===== config.mk =====
export PLATFORM = sky130hd
export DESIGN_NAME = dbc_brk_ctrl
export DESIGN_NICKNAME = d
export VERILOG_FILES = /design/src/hw/dbc_pkg.sv /design/src/hw/dbc_sync2.sv /design/src/hw/dbc_addr_cmp.sv /design/src/hw/dbc_brk_ctrl.sv
export SDC_FILE = /design/constraint.sdc
export NUM_CORES = 1
export LEC_CHECK = 0
export BUFFER_PORTS_ARGS = -buffer_cell sky130_fd_sc_hd__buf_2
export CAP_MARGIN = 5
export CELL_PAD_IN_SITES_DETAIL_PLACEMENT = 1
export CELL_PAD_IN_SITES_GLOBAL_PLACEMENT = 1
export CORE_MARGIN = 3
export CORE_UTILIZATION = 40
export DETAILED_ROUTE_END_ITERATION = 10
export GPL_TIMING_DRIVEN = 0
export HOLD_SLACK_MARGIN = 0.1
export PLACE_DENSITY = 0.84
export RECOVER_POWER = 25
export SLEW_MARGIN = 0
export SYNTH_ARGS = -nofsm -noshare
export SYNTH_HDL_FRONTEND = slang
export SYNTH_SLANG_ARGS = --single-unit

===== constraint.sdc =====
create_clock -name ref_clk -period 4.1 [get_ports ref_clk]
set_input_delay 0.41 -clock ref_clk [delete_from_list [all_inputs] [get_ports ref_clk]]
set_output_delay 0.41 -clock ref_clk [all_outputs]
set_load 0.05 [all_outputs]

===== src/hw/dbc_pkg.sv =====
// Package of constants and types for the debug breakpoint control block.
package dbc_pkg;

  // Register byte offsets on the Avalon-MM slave.
  localparam logic [4:0] OFS_CTRL   = 5'h00;
  localparam logic [4:0] OFS_CMP0   = 5'h04;
  localparam logic [4:0] OFS_CMP1   = 5'h08;
  localparam logic [4:0] OFS_CMP2   = 5'h0c;
  localparam logic [4:0] OFS_CMP3   = 5'h10;
  localparam logic [4:0] OFS_STATUS = 5'h14;

  // Field positions inside breakpoint_control.
  localparam int BIT_BRK_NEXT  = 7;
  localparam int BIT_CMP3_EN   = 6;
  localparam int BIT_CMP0_EN   = 3;
  localparam int BIT_IGN_LOW_1 = 2;

  // Field positions inside the status register.
  localparam int BIT_ST_HALTED = 0;
  localparam int BIT_ST_STRAP  = 1;
  localparam int BIT_ST_HIT    = 2;
  localparam int POS_ST_WHICH  = 4;

  // Reset values.
  localparam logic [7:0]  CTRL_RESET = 8'h00;
  localparam logic [23:0] CMP_RESET  = 24'h000000;
  localparam logic [31:0] RD_IDLE    = 32'h00000000;

  // Geometry.
  localparam int ADDR_W  = 24;
  localparam int NUM_CMP = 4;
  localparam int MASKED_CMP = 1;

  // Fetch presented by the core for one byte.
  typedef struct packed {
    logic              valid;
    logic              first;
    logic [ADDR_W-1:0] addr;
  } dbc_fetch_s;

  // Avalon-MM request from the master.
  typedef struct packed {
    logic        read;
    logic        write;
    logic [4:0]  address;
    logic [3:0]  byteenable;
    logic [31:0] writedata;
  } dbc_avreq_s;

  // Core-side halt sequencer.
  typedef enum logic {
    ST_RUN  = 1'b0,
    ST_HALT = 1'b1
  } dbc_state_e;

endpackage


===== src/hw/dbc_sync2.sv =====
// Two flip-flop synchroniser for a single level from outside the domain.
`timescale 1ns/1ps
module dbc_sync2 (
  input  wire logic ref_clk,
  input  wire logic async_in,
  output logic      sync_out
);

  logic meta_q;
  logic sync_q;

  // No reset here, so the chain follows the pins during reset and the
  // level at the release is already settled when it is sampled.
  always_ff @(posedge ref_clk) begin
    meta_q <= async_in;
    sync_q <= meta_q;
  end

  assign sync_out = sync_q;

endmodule


===== src/hw/dbc_addr_cmp.sv =====
// One fetch address comparator with an optional low byte mask.
`timescale 1ns/1ps
module dbc_addr_cmp
  import dbc_pkg::*;
(
  input  wire logic              enable,
  input  wire logic              ign_low,
  input  wire logic [ADDR_W-1:0] match_addr,
  input  wire logic [ADDR_W-1:0] fetch_addr,
  output logic                   hit
);

  logic upper_eq;
  logic low_eq;

  // Upper and high bytes always take part; the low byte only when unmasked.
  assign upper_eq = (fetch_addr[23:8] == match_addr[23:8]);
  assign low_eq   = (fetch_addr[7:0] == match_addr[7:0]) | ign_low;
  assign hit      = enable & upper_eq & low_eq;

endmodule


===== src/hw/dbc_brk_ctrl.sv =====
// Breakpoint control for the serial debug port, with Avalon-MM registers.
//
// Overview of operation
// - Break bit set: halt the core before its next instruction.
// - Clearing break_next_instr releases a halt in progress.
// - A breakpoint halt happens only at an instruction's first opcode byte.
// - Clock pin high and data pin low at reset end sets the break bit.
// - A comparator match that halts sets break_next_instr automatically.
// - Writing a 1 to break_next_instr forces an immediate halt.
// - Bits 6 to 3 enable comparators 3 to 0; only enabled ones halt.
// - Mask bit clear: comparator 1 compares all 24 address bits.
// - Mask bit set: comparator 1 compares bits 23 to 8, a 256-byte page.
//
// Implementation choices: the Avalon-MM slave port and the address map.
`timescale 1ns/1ps
module dbc_brk_ctrl
  import dbc_pkg::*;
(
  input  wire logic        ref_clk,
  input  wire logic        reset,
  input  wire dbc_avreq_s  av_req,
  output logic [31:0]      av_readdata,
  output logic             av_waitrequest,
  input  wire dbc_fetch_s  fetch,
  output logic             fetch_go,
  output logic             cpu_halt,
  input  wire logic        debug_clock_pin,
  input  wire logic        debug_data_pin
);

  // The core holds each fetch byte until fetch_go pulses, so a halt is a
  // fetch that is not granted; cpu_halt only reports that state outward.
  // Address matches are judged on the byte presented, never on a later
  // one, so the core always stops on an instruction boundary.
  // Register state.
  logic [7:0]        ctrl_q;
  logic [7:0]        ctrl_d;
  logic [ADDR_W-1:0] cmp_q [NUM_CMP];
  logic [ADDR_W-1:0] cmp_d [NUM_CMP];
  logic              strap_q;
  logic              strap_d;
  logic              hit_seen_q;
  logic              hit_seen_d;
  logic [1:0]        which_q;
  logic [1:0]        which_d;
  logic              rst_seen_q;

  // Bus slave state.
  logic [31:0] rdata_q;
  logic [31:0] rdata_d;
  logic        wait_q;
  logic        wait_d;

  // Halt sequencer state.
  dbc_state_e state_q;
  dbc_state_e state_d;
  logic       go_q;
  logic       go_d;
  logic       halt_q;
  logic       halt_d;

  // Combinational helpers.
  logic               clk_pin_s;
  logic               data_pin_s;
  logic [NUM_CMP-1:0] cmp_hit;
  logic               any_hit;
  logic [1:0]         hit_idx;
  logic               first_fetch;
  logic               later_fetch;
  logic               bus_wr;
  logic               bus_rd_start;
  logic               brk_set;
  logic [31:0]        wmask;

  // The pins are only strap inputs here; the serial link itself is
  // decoded elsewhere and never reaches this block.
  // Pin levels come from another domain, so both pass two flip-flops.
  dbc_sync2 u_sync_clk (
    .ref_clk  (ref_clk),
    .async_in (debug_clock_pin),
    .sync_out (clk_pin_s)
  );

  dbc_sync2 u_sync_data (
    .ref_clk  (ref_clk),
    .async_in (debug_data_pin),
    .sync_out (data_pin_s)
  );

  // One comparator per break address. Comparators 0, 2 and 3 always
  // compare all 24 bits; only comparator 1 has the low byte mask.
  for (genvar i = 0; i < NUM_CMP; i++) begin : g_cmp
    dbc_addr_cmp u_cmp (
      .enable     (ctrl_q[BIT_CMP0_EN + i]),
      .ign_low    ((i == MASKED_CMP) ? ctrl_q[BIT_IGN_LOW_1]
                                     : 1'b0),
      .match_addr (cmp_q[i]),
      .fetch_addr (fetch.addr),
      .hit        (cmp_hit[i])
    );
  end

  // Lowest numbered hitting comparator is reported in the status.
  // Only the index is kept; a double hit still halts just once.
  always_comb begin
    hit_idx = 2'h0;
    for (int k = NUM_CMP - 1; k >= 0; k--) begin
      if (cmp_hit[k]) begin
        hit_idx = k[1:0];
      end
    end
  end

  // Fetch classes seen by the sequencer; a granted fetch is not re-judged.
  // go_q masks the fetch for one cycle because the core drops it only at
  // the edge that sees the go pulse.
  assign first_fetch = fetch.valid & fetch.first & ~go_q;
  assign later_fetch = fetch.valid & ~fetch.first & ~go_q;
  // Comparators only count on the first opcode byte of an instruction.
  assign any_hit     = first_fetch & (|cmp_hit);

  // A request is answered one cycle after it appears; a write takes effect at
  // the edge where the master sees waitrequest low, while a read samples the registers one edge earlier.
  assign bus_wr       = av_req.write & ~wait_q;
  assign bus_rd_start = av_req.read & wait_q;
  // Byte lanes of a comparator write land on their own, so the host can
  // change one match byte without a read-modify-write.
  assign wmask        = {{8{av_req.byteenable[3]}},
                         {8{av_req.byteenable[2]}},
                         {8{av_req.byteenable[1]}},
                         {8{av_req.byteenable[0]}}};

  // Bus handshake and read data capture.
  always_comb begin
    wait_d  = 1'b1;
    rdata_d = rdata_q;
    if ((av_req.read | av_req.write) & wait_q) begin
      wait_d = 1'b0;
    end
    if (bus_rd_start) begin
      rdata_d = RD_IDLE;
      unique case (av_req.address)
        OFS_CTRL:   rdata_d = {24'h000000, ctrl_q};
        OFS_CMP0:   rdata_d = {8'h00, cmp_q[0]};
        OFS_CMP1:   rdata_d = {8'h00, cmp_q[1]};
        OFS_CMP2:   rdata_d = {8'h00, cmp_q[2]};
        OFS_CMP3:   rdata_d = {8'h00, cmp_q[3]};
        OFS_STATUS: begin
          // Halted, strap seen, sticky hit and the index that hit.
          rdata_d[BIT_ST_HALTED]              = halt_q;
          rdata_d[BIT_ST_STRAP]               = strap_q;
          rdata_d[BIT_ST_HIT]                 = hit_seen_q;
          rdata_d[POS_ST_WHICH+1:POS_ST_WHICH] = which_q;
        end
        default:    rdata_d = RD_IDLE;
      endcase
    end
  end

  // Bus registers; waitrequest idles high, so no request is ever taken
  // while the block is in reset.
  always_ff @(posedge ref_clk) begin
    if (reset) begin
      wait_q  <= 1'b1;
      rdata_q <= RD_IDLE;
    end else begin
      wait_q  <= wait_d;
      rdata_q <= rdata_d;
    end
  end

  // The break bit is set by hardware in several ways; any set wins over a
  // software clear written in the same cycle so no break is ever lost.
  // A hit during a halt does not set the bit again: the held fetch is the
  // one that caused the halt, and setting it would undo the release.
  assign brk_set = any_hit & (state_q == ST_RUN);

  // Control, comparator and status register updates.
  // Order matters: bus writes come first, then hardware sets override.
  always_comb begin
    ctrl_d     = ctrl_q;
    strap_d    = strap_q;
    hit_seen_d = hit_seen_q;
    which_d    = which_q;
    for (int k = 0; k < NUM_CMP; k++) begin
      cmp_d[k] = cmp_q[k];
    end
    if (bus_wr) begin
      unique case (av_req.address)
        OFS_CTRL: begin
          if (av_req.byteenable[0]) begin
            ctrl_d = av_req.writedata[7:0];
          end
        end
        OFS_CMP0, OFS_CMP1, OFS_CMP2, OFS_CMP3: begin
          for (int k = 0; k < NUM_CMP; k++) begin
            if (av_req.address == OFS_CMP0 + 5'(4 * k)) begin
              cmp_d[k] = (cmp_q[k] & ~wmask[23:0]) |
                         (av_req.writedata[23:0] & wmask[23:0]);
            end
          end
        end
        OFS_STATUS: begin
          // Writing a 1 clears the sticky hit flag unless a new hit lands.
          if (av_req.byteenable[0] & av_req.writedata[BIT_ST_HIT]) begin
            hit_seen_d = 1'b0;
          end
        end
        default: begin
        end
      endcase
    end
    if (brk_set) begin
      ctrl_d[BIT_BRK_NEXT] = 1'b1;
      hit_seen_d           = 1'b1;
      which_d              = hit_idx;
    end
    // Strap is read in the first cycle after reset is released.
    if (rst_seen_q) begin
      strap_d = clk_pin_s & ~data_pin_s;
      if (clk_pin_s & ~data_pin_s) begin
        ctrl_d[BIT_BRK_NEXT] = 1'b1;
      end
    end
  end

  // Register file flip-flops; the strap marker is set through reset so
  // the first cycle after release samples the pins exactly once.
  always_ff @(posedge ref_clk) begin
    if (reset) begin
      ctrl_q     <= CTRL_RESET;
      strap_q    <= 1'b0;
      hit_seen_q <= 1'b0;
      which_q    <= 2'h0;
      rst_seen_q <= 1'b1;
      for (int k = 0; k < NUM_CMP; k++) begin
        cmp_q[k] <= CMP_RESET;
      end
    end else begin
      ctrl_q     <= ctrl_d;
      strap_q    <= strap_d;
      hit_seen_q <= hit_seen_d;
      which_q    <= which_d;
      rst_seen_q <= 1'b0;
      for (int k = 0; k < NUM_CMP; k++) begin
        cmp_q[k] <= cmp_d[k];
      end
    end
  end

  // Halt sequencer. The core holds a fetch until fetch_go pulses. Later
  // bytes of an instruction always pass, so the core never stops inside
  // one; a halt only stands between instructions or at a first byte.
  // Limitation: a later byte pending at a forced halt is granted first,
  // so the halt then stands one cycle later.
  always_comb begin
    state_d = state_q;
    go_d    = 1'b0;
    unique case (state_q)
      ST_RUN: begin
        if (later_fetch) begin
          go_d = 1'b1;
        end else if (ctrl_q[BIT_BRK_NEXT] | any_hit) begin
          state_d = ST_HALT;
        end else if (first_fetch) begin
          go_d = 1'b1;
        end
      end
      ST_HALT: begin
        if (later_fetch) begin
          go_d = 1'b1;
        end else if (~ctrl_q[BIT_BRK_NEXT] & ~brk_set) begin
          // Release grants the held fetch at once; re-judging it would
          // trap the core on the same breakpoint forever.
          state_d = ST_RUN;
          go_d    = first_fetch;
        end
      end
    endcase
    halt_d = (state_d == ST_HALT);
  end

  // Sequencer flip-flops; halt_q mirrors the state so that cpu_halt is
  // registered and free of glitches.
  always_ff @(posedge ref_clk) begin
    if (reset) begin
      state_q <= ST_RUN;
      go_q    <= 1'b0;
      halt_q  <= 1'b0;
    end else begin
      state_q <= state_d;
      go_q    <= go_d;
      halt_q  <= halt_d;
    end
  end

  // Outputs straight from flip-flops, so the core and the bus see no
  // combinational path through this block.
  assign av_readdata    = rdata_q;
  assign av_waitrequest = wait_q;
  assign fetch_go       = go_q;
  assign cpu_halt       = halt_q;

endmodule


==> results of run 1 <==
-- cells in the final DEF (no fill, tap or decap), drive strengths merged, types with 22 or more instances in the layout --
cell    count
nor2      103
xor2       74
a21oi      62
nand3      35
mux2i      93
clkbuf     75
buf        77
dfxtp     140
xnor2      22
nand2      88
-- power by group through the flow --
stage	clock network [mW]	registers (mW)	logic [mW]
after floorplan	0	1.42	0.132
after global placement	0	1.41	0.278
after detailed placement	0	1.41	0.281
after CTS	1.50	1.38	0.288
after global routing	1.57	1.38	0.305
final	1.48	1.38	0.292
-- metal layers --
layer | share of wire | vias up | routed length, µm
li1 | - | 2939 | -
met1 | 0.40 | 3177 | 10400
met2 | 0.48 | 270 | 12400
met3 | 0.069 | 90 | 1770
met4 | 0.047 | 0 | 1220
met5 | 0 | - | 0
-- timing repair --
item / in CTS / in global routing
hold buffers: 3 / 0
resized for setup: 0 / 0
endpoints found under the hold margin: 3 / 0
-- worst min-delay path by stage --
stage | start | end | cells after the start
6_report | av_req[41] | av_waitrequest | 2
5_1_grt | av_req[41] | av_waitrequest | 2
3_5_place_dp | u_sync_data.meta_q | u_sync_data.sync_out | 0
3_3_place_gp | u_sync_clk.meta_q | u_sync_clk.sync_out | 0
2_1_floorplan | u_sync_clk.meta_q | u_sync_clk.sync_out | 0
4_1_cts | av_req[41] | av_waitrequest | 2
-- synthesized netlist by cell type (6+ instances only) --
master	n	area, µm²
sky130_fd_sc_hd__a221oi_1	16	140
sky130_fd_sc_hd__buf_2	6	30.0
sky130_fd_sc_hd__nor4_1	19	119
sky130_fd_sc_hd__nand3_1	32	160
sky130_fd_sc_hd__a2bb2oi_1	17	149
sky130_fd_sc_hd__clkbuf_1	27	101
sky130_fd_sc_hd__o21ai_0	6	30.0
sky130_fd_sc_hd__dfxtp_1	140	2800
sky130_fd_sc_hd__nand4_1	10	62.6
sky130_fd_sc_hd__mux2i_1	93	931
sky130_fd_sc_hd__xor2_1	74	648
sky130_fd_sc_hd__a21oi_1	62	310
sky130_fd_sc_hd__xnor2_1	22	193
sky130_fd_sc_hd__nor2_1	102	383
sky130_fd_sc_hd__nor3_1	8	40.0
sky130_fd_sc_hd__o22ai_1	8	50.1
sky130_fd_sc_hd__buf_4	9	67.6
sky130_fd_sc_hd__nand2_1	88	330
-- final cells by class --
cell class | instances | area [µm²] | share of cell area
plain buffers | 46 | 219 | 0.0270
clock buffers | 17 | 425 | 0.0524
clock inverters | 12 | 126 | 0.0156
inverters | 2 | 7.51 | 0.000925
multi-input cells | 594 | 3820 | 0.471
flip-flops and latches | 140 | 2800 | 0.345
well taps | 220 | 275 | 0.0339
repair buffers | 92 | 440 | 0.0543
-- kinds of logic (layout without fill, tap and decap cells) --
logic type / count (synthesis) / after routing / share of synthesized area
compound gates: 120 / 120 / 0.113
xor+xnor: 96 / 96 / 0.123
buf+inv: 48 / 169 / 0.0336
flops: 140 / 140 / 0.411
mux: 93 / 93 / 0.136
other cells: 1 / 8 / 0.000550
simple gates: 277 / 277 / 0.182
-- stage by stage --
step	instance area, µm²	cells	setup WS [ns]	total power, mW	util
floorplan	6850	782	1.95	1.55	-
global placement	7560	1090	1.07	1.68	0.455
detailed placement	7570	1091	1.07	1.69	0.455
CTS	8150	1123	1.46	3.16	0.490
global route	8120	1123	1.18	3.25	0.488
finish	8120	1123	1.33	3.15	0.488
-- worst reg2reg max path, delay by kind of cell (launching register included) --
kind / cells / cell delay (ns)
AND/OR/NAND/NOR: 5 / 1.57
buffers and inverters: 1 / 0.25
AO/OA/AOI/OAI: 1 / 0.11
flip-flops: 1 / 0.40
==> results.yml, run 1 <==
status:
  status: "finished, final reports clean"
critical_path:
  critical_path.cell_chain: "clkbuf_1, clkbuf_1, clkbuf_1, nand2_1, nor2_1, nand2_1, a21oi_1"
  worstPathMaxFanout: 10
  worstPathBufferInverterCount: 3
  critPathKind: "in2reg"
  critPathTopFamily: "buffers and inverters"
  r2r.worst_path.cells: 7
  worstSetupPathDepth: 7
  critical_path.startpoint: "av_req[38]"
  cp-end-kind: "flip-flop"
  cp-start-kind: "input port"
  worst_path_max_delay_cell: "sky130_fd_sc_hd__clkbuf_1"
  cp_most_frequent_cell: "sky130_fd_sc_hd__clkbuf_1"
  rrSetupSlack_ns: 1.62
  cp_peak_stage_delay_ns: 0.67
  reg2reg_launch_point: "av_waitrequest"
  cp_data_arrival_time_ns: 3.13
  timing.critical_path.required_ns: 4.46
finish:
  layout.nets: 966
  area_growth_syn_to_layout_pct: 18.9
  diodes: 0
  filler_cell_count: 2028
  post_route_cells_drive_above_1_share: 0.125
timing:
  fin_worst_hold_slack_ns: 0.206
  finalSetupTns_ns: 0
  finalCriticalPeriod_ns: 2.77
  finalClockSkew_ns: 0.00955
  worst_slew_margin_rel: 0.170
  tightest_slew_ns: 1.24
  finalSetupViolCount: 0
  hold_viol_final: 0
  finalCritPeriodShare: 0.675
  rsz_0062_raised_after_global_routing: "false"
  max_freq_mhz: 361
  report.final.slew_viol_count: 0
die:
  initial_utilization: 0.410
  io-pin-count: 108
  die_area_um2: 18700
  num_rows: 47
  die-height_um: 137
  die_width_um: 137
  fp.coreArea_um2: 16600
drt:
  drt-total-wl_mm: 25.8
  via_count: 6476
  firstDrtPassIters: 7
  drcViolationCount: 0
  routed_wire_length_per_instance_um: 23.0
  antenna_violating_nets_left: 0
  drt_iter0_drc: 667
  avgViaCountPerCell: 5.77
clock_tree:
  tritoncts_num_sinks: 140
  clock_tree.buffer_depth: 2
  cts_tree: "built"
  cts_setup_buffers: 0
  cts-buffers-inserted: 17
  htree_levels: 4
  ctsRootBufferMaster: "sky130_fd_sc_hd__clkbuf_16"
  clk_transition_reported_paths_ns: 0.06
  clkLatencyLatePin_ns: 0.43
pwr:
  sw_frac: 0.260
  share_clk_of_total_power: 0.471
  power.ir.vdd_worst_mv: 0.366
  power_report.internal_total_mw: 2.33
  pwr-share-comb: 0.093
  power.sequential.fraction: 0.437
  switchingPower_mw: 0.820
  pleak_nw: 3.27
  p_per_area_nw_per_um2: 388
yosys:
  synth-seq-area-share: 0.411
  post_synth_num_cell_types: 41
  synth_flop_cell: "sky130_fd_sc_hd__dfxtp_1"
  average_cell_area_after_synthesis_um2: 8.80
  synth-warning-count: 0
  synth_enable_flop_cells: 0
  syn-instance-count: 775
  async_reset_ff_frac: 0
  synth_seq_cells: 140
  netlist_area_um2: 6820
global_route:
  global_route.usage.met3: 0.0632
  most_utilized_layer_in_the_global_route_result: "met2"
  grt_use_total: 0.281
  grt_antenna_before_repair: 0
  grt.met2_usage: 0.469
  largest_net_degree_at_the_start_of_global_routing: 17
  globalRoute.totalOverflow: 0
  grt_first_pass_wirelength_mm: 38.9
  first_global_vias: 6647
  global_route.usage.met1: 0.337
placed_design:
  hpwl_mm: 18.7
  globalplace.congestion: 0.963
  io_buffer_count: 88
worst_hold_path:
  timing.hold.worst.class: "in2reg"
flow_run:
  max_cap_violations: 0
(Power assumes the default switching activity.)
==> inputs of run 2 (changes only) <==
--- a/config.mk
+++ b/config.mk
@@ -10,11 +10,11 @@
 export CELL_PAD_IN_SITES_DETAIL_PLACEMENT = 1
 export CELL_PAD_IN_SITES_GLOBAL_PLACEMENT = 1
 export CORE_MARGIN = 3
-export CORE_UTILIZATION = 40
+export CORE_UTILIZATION = 39
 export DETAILED_ROUTE_END_ITERATION = 10
 export GPL_TIMING_DRIVEN = 0
 export HOLD_SLACK_MARGIN = 0.1
-export PLACE_DENSITY = 0.84
+export PLACE_DENSITY = 0.86
 export RECOVER_POWER = 25
 export SLEW_MARGIN = 0
 export SYNTH_ARGS = -nofsm -noshare
==> constraint.sdc (replaced) <==
create_clock -name ref_clk -period 2.24 [get_ports ref_clk]
set_input_delay 0.224 -clock ref_clk [delete_from_list [all_inputs] [get_ports ref_clk]]
set_output_delay 0.224 -clock ref_clk [all_outputs]
set_load 0.05 [all_outputs]
==> results.yml, run 2 (synthesized netlist as in run 1, its figures left out) <==
status:
  status: "finished, final reports clean"
global_route:
  globalRoute.totalOverflow: 0
  grt_first_pass_wirelength_mm: 40.7
  largest_net_degree_at_the_start_of_global_routing: 17
  grt_antenna_before_repair: 0
  grt_use_total: 0.275
  first_global_vias: 7101
critical_path:
  cp_data_arrival_time_ns: 2.48
  critical_path.cell_chain: "nand3b_1, nor3_2, mux2i_1, nor2_1"
  worst_path_max_delay_cell: "sky130_fd_sc_hd__nor3_2"
  r2r.worst_path.cells: 4
  critPathTopFamily: "simple AND/OR/NAND/NOR gates"
  worstPathMaxFanout: 9
  cp-start-kind: "flip-flop"
  critPathKind: "reg2reg"
  worstSetupPathDepth: 4
  timing.critical_path.required_ns: 2.53
  cp_peak_stage_delay_ns: 0.92
  worstPathBufferInverterCount: 0
  cp-end-kind: "flip-flop"
  critical_path.startpoint: "av_waitrequest"
  rrSetupSlack_ns: 0.05
  reg2reg_launch_point: "av_waitrequest"
finish:
  area_growth_syn_to_layout_pct: 23.8
  mostFrequentLayoutCells: "140 x sky130_fd_sc_hd__dfxtp_1, 97 x sky130_fd_sc_hd__nor2_1, 93 x sky130_fd_sc_hd__mux2i_1"
  post_route_cells_drive_above_1_share: 0.132
  filler_cell_count: 1983
  diodes: 0
  stdcell_area_um2: 8450
  layout.nets: 994
  final_common_cell: "sky130_fd_sc_hd__dfxtp_1"
flow_run:
  max_cap_violations: 0
timing:
  hold_viol_final: 0
  worst_slew_margin_rel: 0.282
  finalCritPeriodShare: 0.977
  finalCriticalPeriod_ns: 2.19
  max_freq_mhz: 457
  tightest_slew_ns: 1.07
  finalSetupViolCount: 0
  finalClockSkew_ns: 0.0132
  report.final.slew_viol_count: 0
die:
  die-height_um: 138
  die_width_um: 138
  fp.coreArea_um2: 16900
  initial_utilization: 0.404
  die_area_um2: 19100
  num_rows: 47
  io-pin-count: 108
placed_design:
  io_buffer_count: 88
  globalplace.congestion: 0.944
  postPlaceCellArea_um2: 7580
  hpwl_mm: 18.8
clock_tree:
  clk_transition_reported_paths_ns: 0.06
  cts_tree: "built"
  cts-buffers-inserted: 17
  htree_levels: 4
  clock_tree.buffer_depth: 2
  tritoncts_num_sinks: 140
  clkLatencyLatePin_ns: 0.44
  ctsRootBufferMaster: "sky130_fd_sc_hd__clkbuf_16"
drt:
  avgViaCountPerCell: 5.77
  routed_wire_length_per_instance_um: 23.0
  drt_iter0_drc: 684
  via_count: 6643
  drt-total-wl_mm: 26.4
  drcViolationCount: 0
  antenna_violating_nets_left: 0
  firstDrtPassIters: 7
worst_hold_path:
  timing.hold.worst.class: "in2reg"
  hold_path_depth: 3
pwr:
  pleak_nw: 3.44
  p_per_area_nw_per_um2: 677
  power.ir.vdd_worst_mv: 0.541
  report.power.total_mw: 5.72
## run 2: metrics by stage
step                hold slack (ns)  setup WS (ns)   TNS, ns  cells   util
finish                        0.162         0.0525         0   1152  0.500
global route                  0.176       -0.00680  -0.00680   1152  0.500
CTS                           0.139         0.0315         0   1151  0.500
detailed placement            0.322         -0.712    -37.55   1091  0.449
global placement              0.312         -0.652    -31.59   1090  0.448
floorplan                     0.252          0.246         0    782      -
## run 2: timing repair
| action | CTS | global route |
|---|---|---|
| hold buffers | 30 | 0 |
| endpoints found under the hold margin | 81 | 0 |
| endpoints found under the setup margin | 58 | 53 |
| cloned | 0 | 0 |
| buffers inserted | 0 | 2 |
| resized for setup | 8 | 8 |
| pin swaps | 0 | 1 |
## run 2: layer usage
metal | track usage | vias to the layer above | part of all wire
met5 | 0 | - | 0
li1 | - | 2995 | -
met3 | 0.0639 | 74 | 0.064
met1 | 0.333 | 3299 | 0.41
met4 | 0.128 | 0 | 0.041
met2 | 0.463 | 275 | 0.49
## run 2: final cells by class
cell class,count,area [µm²],area share
multi-input combinational,594,3890,0.461
sequential,140,2800,0.332
timing repair buffer,121,729,0.0864
clock buffer,22,454,0.0538
tap,220,275,0.0326
buffer,45,213,0.0252
clock inverter,8,71.3,0.00844
inverter,2,7.51,0.000889
## run 2: worst min-delay path by stage
stage	endpoint	slack, ns	start
after global placement	u_sync_data.sync_out	0.31	u_sync_data.meta_q
after detailed placement	u_sync_data.sync_out	0.32	u_sync_data.meta_q
after CTS	av_readdata[6]	0.14	av_req[42]
after global routing	av_readdata[6]	0.18	av_req[42]
final	av_readdata[6]	0.16	av_req[42]
after floorplan	rst_seen_q	0.25	reset
## run 2: where the power goes
part           internal (mW)  switching, mW  total [mW]
Combinational          0.186          0.393       0.578
Clock                   1.53           1.09        2.62
Sequential              2.51         0.0141        2.52
## run 2: worst min-delay path: stages
cell	delay, ns
sky130_fd_sc_hd__buf_2	0.14
sky130_fd_sc_hd__a21oi_1	0.13
sky130_fd_sc_hd__nor3_1	0.05
==> inputs of run 3 (changes only) <==
--- a/config.mk
+++ b/config.mk
@@ -10,11 +10,12 @@
 export CELL_PAD_IN_SITES_DETAIL_PLACEMENT = 1
 export CELL_PAD_IN_SITES_GLOBAL_PLACEMENT = 1
 export CORE_MARGIN = 3
-export CORE_UTILIZATION = 39
+export CORE_UTILIZATION = 40
+export CTS_BUF_LIST = sky130_fd_sc_hd__clkbuf_2 sky130_fd_sc_hd__clkbuf_4 sky130_fd_sc_hd__clkbuf_8
 export DETAILED_ROUTE_END_ITERATION = 10
 export GPL_TIMING_DRIVEN = 0
 export HOLD_SLACK_MARGIN = 0.1
-export PLACE_DENSITY = 0.86
+export PLACE_DENSITY = 0.87
 export RECOVER_POWER = 25
 export SLEW_MARGIN = 0
 export SYNTH_ARGS = -nofsm -noshare
==> results.yml, run 3 (synthesized netlist as in run 1, its figures left out) <==
placed_design:
  io_buffer_count: 88
  placement.setup.worst_slack_ns: -0.682
  hpwl_mm: 18.8
  place_inst: 1091
  globalplace.congestion: 0.963
clock_tree:
  cts_tree: "built"
  clk_transition_reported_paths_ns: 0.08
  cts_setup_buffers: 0
  ctsRootBufferMaster: "sky130_fd_sc_hd__clkbuf_8"
  tritoncts_num_sinks: 140
  clkLatencyLatePin_ns: 0.48
  htree_levels: 4
  clock_tree.buffer_depth: 2
  cts-buffers-inserted: 17
global_route:
  grt_antenna_before_repair: 0
  largest_net_degree_at_the_start_of_global_routing: 17
  grt_first_pass_wirelength_mm: 38.9
  grt_use_total: 0.279
  first_global_vias: 6891
  globalRoute.totalOverflow: 0
timing:
  worst_slew_margin_rel: 0.312
  max_freq_mhz: 465
  worst_slack_ns: 0.0872
  finalClockSkew_ns: 0.0130
  rsz_0062_raised_after_global_routing: "false"
  finalCritPeriodShare: 0.961
  hold_viol_final: 0
  report.final.slew_viol_count: 0
  tightest_slew_ns: 1.03
  finalSetupViolCount: 0
  finalCriticalPeriod_ns: 2.15
critical_path:
  cp_data_arrival_time_ns: 2.49
  worstPathMaxFanout: 10
  critPathKind: "in2reg"
  timing.critical_path.required_ns: 2.58
  cp-end-kind: "flip-flop"
  cp-start-kind: "input port"
die:
  initial_utilization: 0.410
  die-height_um: 137
  die_width_um: 137
  num_rows: 47
  fp.coreArea_um2: 16600
  die_area_um2: 18700
  io-pin-count: 108
finish:
  utilization: 0.497
  stdcell_count: 1151
  area_growth_syn_to_layout_pct: 21.3
  layout.nets: 992
  diodes: 0
  post_route_cells_drive_above_1_share: 0.133
  final_common_cell: "sky130_fd_sc_hd__dfxtp_1"
  mostFrequentLayoutCells: "140 x sky130_fd_sc_hd__dfxtp_1, 100 x sky130_fd_sc_hd__nor2_1, 93 x sky130_fd_sc_hd__mux2i_1"
drt:
  antenna_violating_nets_left: 0
  avgViaCountPerCell: 5.73
  firstDrtPassIters: 5
  via_count: 6592
  drt-total-wl_mm: 25.5
  drcViolationCount: 0
  routed_wire_length_per_instance_um: 22.1
  drt_iter0_drc: 541
worst_hold_path:
  timing.hold.worst.class: "in2reg"
flow_run:
  max_cap_violations: 0
pwr:
  pleak_nw: 3.36
  p_per_area_nw_per_um2: 634
  power.ir.vdd_worst_mv: 0.389
status:
  status: "finished, final reports clean"
-- run 3: per-layer routing --
| layer | up-vias | track usage | wire length, µm |
|---|---|---|---|
| met5 | - | 0 | 0 |
| met4 | 0 | 0.139 | 1040 |
| met3 | 82 | 0.0739 | 1870 |
| met2 | 266 | 0.458 | 12100 |
| met1 | 3259 | 0.336 | 10400 |
| li1 | 2985 | - | - |
-- run 3: critical path, cell delays in order --
cell                        delay [ns]
sky130_fd_sc_hd__buf_2            0.12
sky130_fd_sc_hd__nor2_1           0.08
sky130_fd_sc_hd__nand3b_1         0.08
sky130_fd_sc_hd__clkbuf_1         0.65
sky130_fd_sc_hd__nor2_2           0.29
sky130_fd_sc_hd__clkbuf_2         0.35
sky130_fd_sc_hd__a221oi_1         0.42
sky130_fd_sc_hd__a2bb2oi_1        0.22
sky130_fd_sc_hd__nor2_1           0.05
-- run 3: cell type report --
class,instances,area [µm²]
well taps,220,275
plain buffers,45,213
multi-input cells,594,3870
repair buffers,119,711
fillers,2005,8370
inverters,2,7.51
flip-flops and latches,140,2800
clock inverters,13,150
clock buffers,18,248
-- run 3: stage by stage --
step | power [mW] | area [µm²] | hold slack, ns | TNS, ns
6_report | 5.25 | 8280 | 0.117 | 0
5_1_grt | 5.41 | 8280 | 0.129 | 0
4_1_cts | 5.24 | 8290 | 0.110 | 0
3_5_place_dp | 3.09 | 7570 | 0.319 | -38.16
3_3_place_gp | 3.08 | 7560 | 0.314 | -30.51
2_1_floorplan | 2.84 | 6850 | 0.252 | 0
-- run 3: repair_timing --
action,CTS,global route
setup endpoints to repair,48,34
hold buffers,30,0
hold endpoints to repair,105,0
pin swaps,0,0
resized for setup,5,7
-- run 3: power breakdown --
| part | leakage [nW] | switching (mW) | total [mW] | internal, mW |
|---|---|---|---|---|
| Clock | 0.208 | 1.05 | 2.16 | 1.11 |
| Combinational | 2.02 | 0.386 | 0.570 | 0.184 |
| Sequential | 1.13 | 0.0140 | 2.52 | 2.50 |
-- run 3: path summary, 6_finish.rpt --
path | slack, ns | cells past startpoint | to | start
max | 0.09 | 9 | av_readdata[16] | av_req[37]
min reg2reg | 0.33 | 0 | u_sync_data.sync_out | u_sync_data.meta_q
min | 0.12 | 3 | av_readdata[3] | av_req[42]
max reg2reg | 0.11 | 4 | flip-flop | av_waitrequest
